File: src/design/ftcb_params.svh
// register map constants for the channel b tap 7..9 coefficient bank
`ifndef FTCB_PARAMS_SVH
`define FTCB_PARAMS_SVH
`define FTCB_ADDR_W       12
`define FTCB_DATA_W       16
`define FTCB_COEF_W       12
`define FTCB_COEF_MSB     11
`define FTCB_OFS_TAP7     12'h455
`define FTCB_OFS_TAP8     12'h457
`define FTCB_OFS_TAP9     12'h459
`define FTCB_COEF_RESET   12'h000
`define FTCB_RSVD_RESET   4'h0
`define FTCB_RDATA_IDLE   16'h0000
`endif

File: src/design/ftcb_pkg.sv
// types shared by the channel b tap coefficient bank
`include "ftcb_params.svh"
package ftcb_pkg;
  typedef logic signed [`FTCB_COEF_W-1:0] ftcb_coef_t;
  // coefficient outputs towards the channel b equalizer datapath
  typedef struct packed {
    ftcb_coef_t chan_b_tap7_coef;
    ftcb_coef_t chan_b_tap8_coef;
    ftcb_coef_t chan_b_tap9_coef;
  } ftcb_coefs_s;
  // one register: reserved nibble plus coefficient
  typedef struct packed {
    logic [3:0] rsvd;
    ftcb_coef_t coef;
  } ftcb_reg_s;
endpackage : ftcb_pkg

File: src/design/ftcb_regs.sv
// coefficient registers for taps 7..9 of the channel b equalizer fir
//
// Behaviour
// - coefficients are signed, low twelve bits
// - 0x455 holds channel b tap seven
// - 0x457 holds channel b tap eight
// - 0x459 holds channel b tap nine
// - tap nine readback returns msb zero
// - all three taps twelve bits, centre included
`timescale 1ns/1ns
`include "ftcb_params.svh"
module ftcb_regs (
  input  wire logic                      clock,
  input  wire logic                      rst_n,
  input  wire logic                      clk_en,
  input  wire logic [`FTCB_ADDR_W-1:0]   addr,
  input  wire logic [`FTCB_DATA_W-1:0]   wdata,
  input  wire logic                      wr_stb,
  input  wire logic                      rd_stb,
  output logic      [`FTCB_DATA_W-1:0]   rdata,
  output ftcb_pkg::ftcb_coefs_s          coefs
);

  ftcb_pkg::ftcb_reg_s               tap7_q;
  ftcb_pkg::ftcb_reg_s               tap7_d;
  ftcb_pkg::ftcb_reg_s               tap8_q;
  ftcb_pkg::ftcb_reg_s               tap8_d;
  ftcb_pkg::ftcb_reg_s               tap9_q;
  ftcb_pkg::ftcb_reg_s               tap9_d;
  logic [`FTCB_DATA_W-1:0]           rdata_q;
  logic [`FTCB_DATA_W-1:0]           rdata_d;

  always_comb
  begin
    tap7_d  = tap7_q;
    tap8_d  = tap8_q;
    tap9_d  = tap9_q;
    rdata_d = `FTCB_RDATA_IDLE;
    if (wr_stb)
    begin
      case (addr)
        `FTCB_OFS_TAP7: tap7_d = wdata;
        `FTCB_OFS_TAP8: tap8_d = wdata;
        `FTCB_OFS_TAP9: tap9_d = wdata;
        default: ;
      endcase
    end
    if (rd_stb)
    begin
      case (addr)
        `FTCB_OFS_TAP7: rdata_d = tap7_q;
        `FTCB_OFS_TAP8: rdata_d = tap8_q;
        // the msb is not returned, though the filter still sees it
        `FTCB_OFS_TAP9:
        begin
          rdata_d                 = tap9_q;
          rdata_d[`FTCB_COEF_MSB] = 1'b0;
        end
        default: rdata_d = `FTCB_RDATA_IDLE;
      endcase
    end
  end

  always_ff @(posedge clock)
  begin
    if (!rst_n)
    begin
      tap7_q  <= {`FTCB_RSVD_RESET, `FTCB_COEF_RESET};
      tap8_q  <= {`FTCB_RSVD_RESET, `FTCB_COEF_RESET};
      tap9_q  <= {`FTCB_RSVD_RESET, `FTCB_COEF_RESET};
      rdata_q <= `FTCB_RDATA_IDLE;
    end
    else if (clk_en)
    begin
      tap7_q  <= tap7_d;
      tap8_q  <= tap8_d;
      tap9_q  <= tap9_d;
      rdata_q <= rdata_d;
    end
  end

  assign rdata = rdata_q;

  // reserved nibble is stored for readback but never reaches the filter
  always_comb
  begin
    coefs.chan_b_tap7_coef = tap7_q.coef;
    coefs.chan_b_tap8_coef = tap8_q.coef;
    coefs.chan_b_tap9_coef = tap9_q.coef;
  end

  // strobe decode for the checks below, written from the bus contract, not the datapath
  logic                              take_wr;
  logic                              take_rd;
  logic                              hit_tap7;
  logic                              hit_tap8;
  logic                              hit_tap9;
  logic                              hit_any;

  always_comb
  begin
    take_wr  = clk_en && wr_stb;
    take_rd  = clk_en && rd_stb;
    hit_tap7 = (addr == `FTCB_OFS_TAP7);
    hit_tap8 = (addr == `FTCB_OFS_TAP8);
    hit_tap9 = (addr == `FTCB_OFS_TAP9);
    hit_any  = hit_tap7 || hit_tap8 || hit_tap9;
  end

  // assertions
  a_tap7_write: assert property (@(posedge clock) disable iff (!rst_n)
    clk_en && wr_stb && addr == `FTCB_OFS_TAP7
      |=> coefs.chan_b_tap7_coef == $past(wdata[`FTCB_COEF_W-1:0]))
    else $error("tap7 coefficient not updated");
  a_tap8_write: assert property (@(posedge clock) disable iff (!rst_n)
    clk_en && wr_stb && addr == `FTCB_OFS_TAP8
      |=> coefs.chan_b_tap8_coef == $past(wdata[`FTCB_COEF_W-1:0]))
    else $error("tap8 coefficient not updated");
  a_tap9_write: assert property (@(posedge clock) disable iff (!rst_n)
    clk_en && wr_stb && addr == `FTCB_OFS_TAP9
      |=> coefs.chan_b_tap9_coef == $past(wdata[`FTCB_COEF_W-1:0]))
    else $error("tap9 coefficient not updated");
  a_tap9_msb_zero: assert property (@(posedge clock) disable iff (!rst_n)
    clk_en && rd_stb && addr == `FTCB_OFS_TAP9 |=> rdata[`FTCB_COEF_MSB] == 1'b0)
    else $error("tap9 readback msb not zero");
  a_tap9_lsb_read: assert property (@(posedge clock) disable iff (!rst_n)
    clk_en && rd_stb && addr == `FTCB_OFS_TAP9 && !(wr_stb)
      |=> rdata[`FTCB_COEF_MSB-1:0] == $past(tap9_q[`FTCB_COEF_MSB-1:0]))
    else $error("tap9 readback low bits wrong");
  a_tap7_read: assert property (@(posedge clock) disable iff (!rst_n)
    clk_en && rd_stb && addr == `FTCB_OFS_TAP7 |=> rdata == $past(tap7_q))
    else $error("tap7 readback wrong");
  a_rsvd_isolated: assert property (@(posedge clock) disable iff (!rst_n)
    clk_en && wr_stb && addr == `FTCB_OFS_TAP8
      |=> $signed(coefs.chan_b_tap8_coef) == $signed($past(wdata[`FTCB_COEF_W-1:0])))
    else $error("reserved bits disturbed tap8");
  a_reset_zero: assert property (@(posedge clock)
    !rst_n |=> coefs == '0 && rdata == `FTCB_RDATA_IDLE)
    else $error("bank not zero after reset");
  a_hold_no_write: assert property (@(posedge clock) disable iff (!rst_n)
    !wr_stb || !clk_en |=> $stable(coefs))
    else $error("coefficient changed without write");

  c_tap9_neg: cover property (@(posedge clock) disable iff (!rst_n)
    clk_en && wr_stb && addr == `FTCB_OFS_TAP9 && wdata[`FTCB_COEF_MSB]);
  c_tap9_read: cover property (@(posedge clock) disable iff (!rst_n)
    clk_en && rd_stb && addr == `FTCB_OFS_TAP9 && tap9_q.coef[`FTCB_COEF_MSB]);
  c_back_to_back: cover property (@(posedge clock) disable iff (!rst_n)
    clk_en && wr_stb && addr == `FTCB_OFS_TAP7 ##1 clk_en && rd_stb
      && addr == `FTCB_OFS_TAP7);

  // reserved nibble is plain storage: written and read back on every tap
  a_tap7_rsvd_store: assert property (@(posedge clock) disable iff (!rst_n)
    take_wr && hit_tap7
      |=> tap7_q.rsvd == $past(wdata[`FTCB_DATA_W-1:`FTCB_COEF_W]))
    else $error("tap7 reserved bits not stored");
  a_tap8_rsvd_store: assert property (@(posedge clock) disable iff (!rst_n)
    take_wr && hit_tap8
      |=> tap8_q.rsvd == $past(wdata[`FTCB_DATA_W-1:`FTCB_COEF_W]))
    else $error("tap8 reserved bits not stored");
  a_tap9_rsvd_store: assert property (@(posedge clock) disable iff (!rst_n)
    take_wr && hit_tap9
      |=> tap9_q.rsvd == $past(wdata[`FTCB_DATA_W-1:`FTCB_COEF_W]))
    else $error("tap9 reserved bits not stored");
  a_tap7_rsvd_read: assert property (@(posedge clock) disable iff (!rst_n)
    take_rd && hit_tap7
      |=> rdata[`FTCB_DATA_W-1:`FTCB_COEF_W] == $past(tap7_q.rsvd))
    else $error("tap7 reserved readback wrong");
  a_tap8_rsvd_read: assert property (@(posedge clock) disable iff (!rst_n)
    take_rd && hit_tap8
      |=> rdata[`FTCB_DATA_W-1:`FTCB_COEF_W] == $past(tap8_q.rsvd))
    else $error("tap8 reserved readback wrong");
  a_tap9_rsvd_read: assert property (@(posedge clock) disable iff (!rst_n)
    take_rd && hit_tap9
      |=> rdata[`FTCB_DATA_W-1:`FTCB_COEF_W] == $past(tap9_q.rsvd))
    else $error("tap9 reserved readback wrong");

  // read data stand for one enabled cycle after the strobe, idle after an enabled cycle without one
  a_tap8_read: assert property (@(posedge clock) disable iff (!rst_n)
    take_rd && hit_tap8
      |=> rdata == $past(tap8_q))
    else $error("tap8 readback wrong");
  a_tap9_read_full: assert property (@(posedge clock) disable iff (!rst_n)
    take_rd && hit_tap9
      |=> rdata == {$past(tap9_q.rsvd), 1'b0, $past(tap9_q.coef[`FTCB_COEF_MSB-1:0])})
    else $error("tap9 readback word wrong");
  a_unmapped_read: assert property (@(posedge clock) disable iff (!rst_n)
    take_rd && !hit_any
      |=> rdata == `FTCB_RDATA_IDLE)
    else $error("unmapped read not idle");
  a_read_one_cycle: assert property (@(posedge clock) disable iff (!rst_n)
    clk_en && !rd_stb
      |=> rdata == `FTCB_RDATA_IDLE)
    else $error("read data stood too long");

  // a write touches only its own tap and keeps the sign bit the filter sees
  a_unmapped_write: assert property (@(posedge clock) disable iff (!rst_n)
    take_wr && !hit_any
      |=> $stable(tap7_q) && $stable(tap8_q) && $stable(tap9_q))
    else $error("unmapped write changed a tap");
  a_tap7_only: assert property (@(posedge clock) disable iff (!rst_n)
    take_wr && hit_tap7
      |=> $stable(tap8_q) && $stable(tap9_q))
    else $error("tap7 write disturbed another tap");
  a_tap8_only: assert property (@(posedge clock) disable iff (!rst_n)
    take_wr && hit_tap8
      |=> $stable(tap7_q) && $stable(tap9_q))
    else $error("tap8 write disturbed another tap");
  a_tap9_only: assert property (@(posedge clock) disable iff (!rst_n)
    take_wr && hit_tap9
      |=> $stable(tap7_q) && $stable(tap8_q))
    else $error("tap9 write disturbed another tap");
  a_tap9_msb_kept: assert property (@(posedge clock) disable iff (!rst_n)
    take_wr && hit_tap9
      |=> coefs.chan_b_tap9_coef[`FTCB_COEF_MSB] == $past(wdata[`FTCB_COEF_MSB]))
    else $error("tap9 filter msb lost");
  a_tap7_sign_kept: assert property (@(posedge clock) disable iff (!rst_n)
    take_wr && hit_tap7
      |=> coefs.chan_b_tap7_coef[`FTCB_COEF_MSB] == $past(wdata[`FTCB_COEF_MSB]))
    else $error("tap7 sign bit lost");
  a_tap8_sign_kept: assert property (@(posedge clock) disable iff (!rst_n)
    take_wr && hit_tap8
      |=> coefs.chan_b_tap8_coef[`FTCB_COEF_MSB] == $past(wdata[`FTCB_COEF_MSB]))
    else $error("tap8 sign bit lost");

  // without a write of its own a tap keeps its value
  a_tap7_hold: assert property (@(posedge clock) disable iff (!rst_n)
    !(take_wr && hit_tap7)
      |=> $stable(tap7_q))
    else $error("tap7 changed without its write");
  a_tap8_hold: assert property (@(posedge clock) disable iff (!rst_n)
    !(take_wr && hit_tap8)
      |=> $stable(tap8_q))
    else $error("tap8 changed without its write");
  a_tap9_hold: assert property (@(posedge clock) disable iff (!rst_n)
    !(take_wr && hit_tap9)
      |=> $stable(tap9_q))
    else $error("tap9 changed without its write");

  // a read straight after a write returns the word just written, with the msb cleared on tap9
  a_tap7_wr_rd: assert property (@(posedge clock) disable iff (!rst_n)
    take_wr && hit_tap7 ##1 take_rd && hit_tap7
      |=> rdata == $past(wdata, 2))
    else $error("tap7 write then read mismatch");
  a_tap8_wr_rd: assert property (@(posedge clock) disable iff (!rst_n)
    take_wr && hit_tap8 ##1 take_rd && hit_tap8
      |=> rdata == $past(wdata, 2))
    else $error("tap8 write then read mismatch");
  a_tap9_wr_rd: assert property (@(posedge clock) disable iff (!rst_n)
    take_wr && hit_tap9 ##1 take_rd && hit_tap9
      |=> rdata == {$past(wdata[`FTCB_DATA_W-1:`FTCB_COEF_W], 2), 1'b0,
                    $past(wdata[`FTCB_COEF_MSB-1:0], 2)})
    else $error("tap9 write then read mismatch");

  // negative coefficients: tap7 returns its sign, tap9 never does
  a_tap7_neg_read: assert property (@(posedge clock) disable iff (!rst_n)
    take_rd && hit_tap7 && tap7_q.coef[`FTCB_COEF_MSB]
      |=> rdata[`FTCB_COEF_MSB])
    else $error("tap7 sign bit not read back");
  a_tap9_neg_read: assert property (@(posedge clock) disable iff (!rst_n)
    take_rd && hit_tap9 && tap9_q.coef[`FTCB_COEF_MSB]
      |=> !rdata[`FTCB_COEF_MSB])
    else $error("tap9 sign bit read back");

  // reset clears the whole word, reserved nibble included
  a_tap7_reset: assert property (@(posedge clock)
    !rst_n
      |=> tap7_q == '0)
    else $error("tap7 not cleared by reset");
  a_tap8_reset: assert property (@(posedge clock)
    !rst_n
      |=> tap8_q == '0)
    else $error("tap8 not cleared by reset");
  a_tap9_reset: assert property (@(posedge clock)
    !rst_n
      |=> tap9_q == '0)
    else $error("tap9 not cleared by reset");

  // a low enable freezes everything, strobes included
  a_tap7_freeze: assert property (@(posedge clock) disable iff (!rst_n)
    !clk_en
      |=> $stable(tap7_q))
    else $error("tap7 moved while frozen");
  a_tap8_freeze: assert property (@(posedge clock) disable iff (!rst_n)
    !clk_en
      |=> $stable(tap8_q))
    else $error("tap8 moved while frozen");
  a_tap9_freeze: assert property (@(posedge clock) disable iff (!rst_n)
    !clk_en
      |=> $stable(tap9_q))
    else $error("tap9 moved while frozen");
  a_rdata_freeze: assert property (@(posedge clock) disable iff (!rst_n)
    !clk_en
      |=> $stable(rdata))
    else $error("read data moved while frozen");
  a_frozen_write: assert property (@(posedge clock) disable iff (!rst_n)
    !clk_en && wr_stb
      |=> $stable(coefs))
    else $error("write taken while frozen");
  a_frozen_read: assert property (@(posedge clock) disable iff (!rst_n)
    !clk_en && rd_stb
      |=> $stable(rdata))
    else $error("read taken while frozen");

  c_unmapped_read: cover property (@(posedge clock) disable iff (!rst_n)
    take_rd && !hit_any);
  c_frozen_write: cover property (@(posedge clock) disable iff (!rst_n)
    !clk_en && wr_stb);

endmodule : ftcb_regs
File: config.mk
export PLATFORM = sky130hd
export DESIGN_NAME = ftcb_regs
export DESIGN_NICKNAME = d
export VERILOG_FILES = /design/src/design/ftcb_pkg.sv /design/src/design/ftcb_regs.sv
export VERILOG_INCLUDE_DIRS = /design/src /design/src/design
export SDC_FILE = /design/constraint.sdc
export NUM_CORES = 1
export LEC_CHECK = 0
export ABC_AREA = 1
export BUFFER_PORTS_ARGS = -buffer_cell sky130_fd_sc_hd__clkbuf_2
export CAP_MARGIN = 0
export CORE_ASPECT_RATIO = 0.6
export CORE_MARGIN = 4
export CORE_UTILIZATION = 52
export DETAILED_ROUTE_END_ITERATION = 16
export PLACE_DENSITY = 0.82
export SYNTH_ARGS = -nofsm -noshare
export SYNTH_HDL_FRONTEND = slang
export SYNTH_SLANG_ARGS = --single-unit
File: constraint.sdc
create_clock -name clock -period 1.6 [get_ports clock]
set_input_delay 0.16 -clock clock [delete_from_list [all_inputs] [get_ports clock]]
set_output_delay 0.16 -clock clock [all_outputs]
set_load 0.005 [all_outputs]
==> metrics.md <==
| Metric | Value |
|---|---|
| Die width | 106 microns |
| Crit share post-route | 78.4% |
| Slowest cell on crit path | a21oi_4 |
| Vias in the first global route | 2,579 |
| CP max FO | 16 |
| Worst path cell trace | clkbuf_2, inv_1, nand2_2, nor3_4, nand2_1, a21oi_4, nand2_1, a21oi_1 |
| Clock share of power | 44.7% |
| Setup TNS | 0 ns |
| DRT Wirelength | 7580 microns |
| IO Port Bufs | 84 |
| WP data required | 1.87 ns |
| Switching share of power | 23.4% |
| Post-cts resize count | 0 |
| Ys Warns | 0 |
| Root Buffer | clkbuf_8 |
| Status | completed |
| Comb power frac | 4.6% |
| Worst Hold Class | primary input to register |
| Most instantiated cells after synthesis | 64 x dfxtp_1, 64 x nand3_1, 48 x a21oi_1, 48 x o21ai_0, 40 x nand2_1 |
| Detailed placement HPWL | 5400 microns |
| Syn Std Cell Area | 0.00299 sq mm |
| Global route total overflow | 0 |
| Routability Congestion | 0.819 |
| CP endpoint kind | register |
| Drt first pass iters | 4 |
| Vias | 2,726 |
| Seq pwr share | 50.7% |
| Setup WS pre-CTS | 0.0221 ns |
| Final worst slack | 0.346 ns |
| Std-Cell Rows | 21 |
| Slew Limit Headroom | 63.7% |
| CP Class | primary input to register |
| Drt via density | 5.06 |
| Psw | 0.000736 W |
| Top-area cell type share of the netlist area | 42.9% |
| Layout cells sized above 1 | 26.4% |
| Post-route ant nets | 0 |
| Clock tree buffer depth | 2 |
| Starting Density | 53.6% |
| Max Cap Viol | 0 |
| Yosys reg bits | 64 |
| Cell-internal power | 0.00241 W |
| Power per cell area | 916 mW/mm^2 |
| Leak Pwr | 1.40 nW |
| RSZ-0062 raised after global routing | no |
| Antenna cells | 0 |
| Mapped Cells | 408 |
| CP bufs+invs | 2 |
| CP arrival | 1.52 ns |
| Post-synthesis cell type count | 18 |
| Starting DRC count in detailed routing | 128 |
| Fmax | 798 MHz |
| Synth Area per Inst | 7.32 sq um |
| Die ar. | 0.00706 sq mm |
| TritonCTS clock tree | done |
| Register area share after synthesis | 42.9% |
| Cts bufs inserted | 9 |
| Overall Global Routing Usage | 22.5% |
| Final Max Slew Viols | 0 |
| Setup crit start kind | primary input |
| Top cells by area, synth | dfxtp_1 43%, nand3_1 11%, buf_4 9.3%, a21oi_1 8.0%, o21ai_0 8.0% |
| Core Area | 0.00557 sq mm |
| Clock Skews | 0.00795 ns |
| Largest net degree at the start of global routing | 46 |
| H-tree depth | 3 |
| Die height | 66.7 microns |
| Final hold viol count | 0 |
| Post-synth EDFFs | 0 |
| R2r setup slk | 0.75 ns |
| Post-route minimum period | 1.25 ns |
| Clock sink count | 64 |
| Layout Nets | 487 |
| Top FF cell, synth | dfxtp_1 |
| Most Frequent Cell on Critical Path | nand2_1 |
| Clock transition at path regs | 0.07 ns |
| Worst slew pin tran | 0.544 ns |
| Finish-stage setup viols | 0 |
| Cts hold-fix bufs | 0 |
| Yosys top cell by area | dfxtp_1 |
| Syn Nets | 441 |
| Ys async rst share | 0% |
| Clock Latency Late Sink | 0.34 ns |
| Area grow syn2layout | 14.8% |
| Routed len/inst | 14.1 microns |
| Setup bufs post-CTS | 0 |
| Io pins | 85 |
| First-pass GRT wire length | 12,400 microns |
| Peak supply drop | 0.000445 V |
| Remaining DRCs | 0 |
| Largest delay share family, worst path | simple AND/OR/NAND/NOR gates |
| CP max stage delay | 0.43 ns |
| Antenna violations before repair | 0 |
[logic make-up after synthesis]
group / synth area share (%)
and+or+nand+nor: 22.6
buffers and inverters: 17.7
DFF: 42.9
AOI/OAI and AO/OA: 16.8
[metrics by stage]
step	cells	instance area [sq um]	power, W	hold slack, ns	utilization, %
after global placement	523	3220	0.00177	0.434	57.9
final	539	3430	0.00314	0.0970	61.6
after floorplan	408	2990	0.00170	0.324	-
after detailed placement	523	3220	0.00177	0.439	57.9
after global routing	539	3430	0.00325	0.101	61.6
after CTS	539	3430	0.00316	0.0838	61.6
[worst min-delay path, delay by kind of cell]
family / cells / cell delay [ns]
AOI/OAI and AO/OA: 1 / 0.08
and+or+nand+nor: 1 / 0.07
buffers and inverters: 1 / 0.09
[power groups by stage]
stage	clock network, W	logic [W]	registers [W]
CTS	0.00143	0.000144	0.00159
detailed placement	0	0.000143	0.00163
global placement	0	0.000138	0.00163
finish	0.00141	0.000144	0.00159
floorplan	0	0.0000726	0.00163
global route	0.00150	0.000164	0.00159
[metal layers]
metal	track usage [%]	share of wire (%)	up-vias
met5	0	0	-
met4	6.14	0.61	0
met3	7.55	10	6
met2	34.6	44	108
met1	30.2	45	1218
li1	-	-	1394
[state kept, by name, summed over array words and instances (netlist names)]
register	cells
rdata	16
tap9_q	4
tap7_q	4
tap8_q	4
coefs	36
[layout by cell type, fill, tap and decap left out]
| master | instances |
|---|---|
| inv_2 | 2 |
| dfxtp_1 | 64 |
| a21oi_1 | 48 |
| o21ai_0 | 48 |
| inv_1 | 38 |
| bufinv_16 | 1 |
| a21oi_4 | 1 |
| clkinvlp_4 | 4 |
| o21ai_1 | 1 |
| nor2_1 | 35 |
| nand2_1 | 40 |
| nand3_1 | 64 |
| clkbuf_8 | 10 |
| nor2_4 | 3 |
| nand3_2 | 1 |
| clkbuf_2 | 84 |
| buf_12 | 1 |
| buf_4 | 10 |
| clkinv_4 | 1 |
| nand2_2 | 2 |
| nor3_4 | 1 |
[final cells by class]
type / count / area, sq um
tap: 80 / 100
fill: 550 / 2140
sequential: 64 / 1280
clock buffer: 10 / 138
inverter: 40 / 150
clock inverter: 6 / 68.8
timing repair buffer: 95 / 515
multi-input combinational: 244 / 1180
[worst paths after layout]
check                                start          to  cells after the start
worst max-delay path               addr[1]   rdata[11]                      8
worst min-delay path             wdata[11]   coefs[23]                      3
worst max register to register   coefs[17]    rdata[5]                      4
worst min register to register  tap7_q[15]  tap7_q[15]                      2
Power figures use the tool's default switching activity.
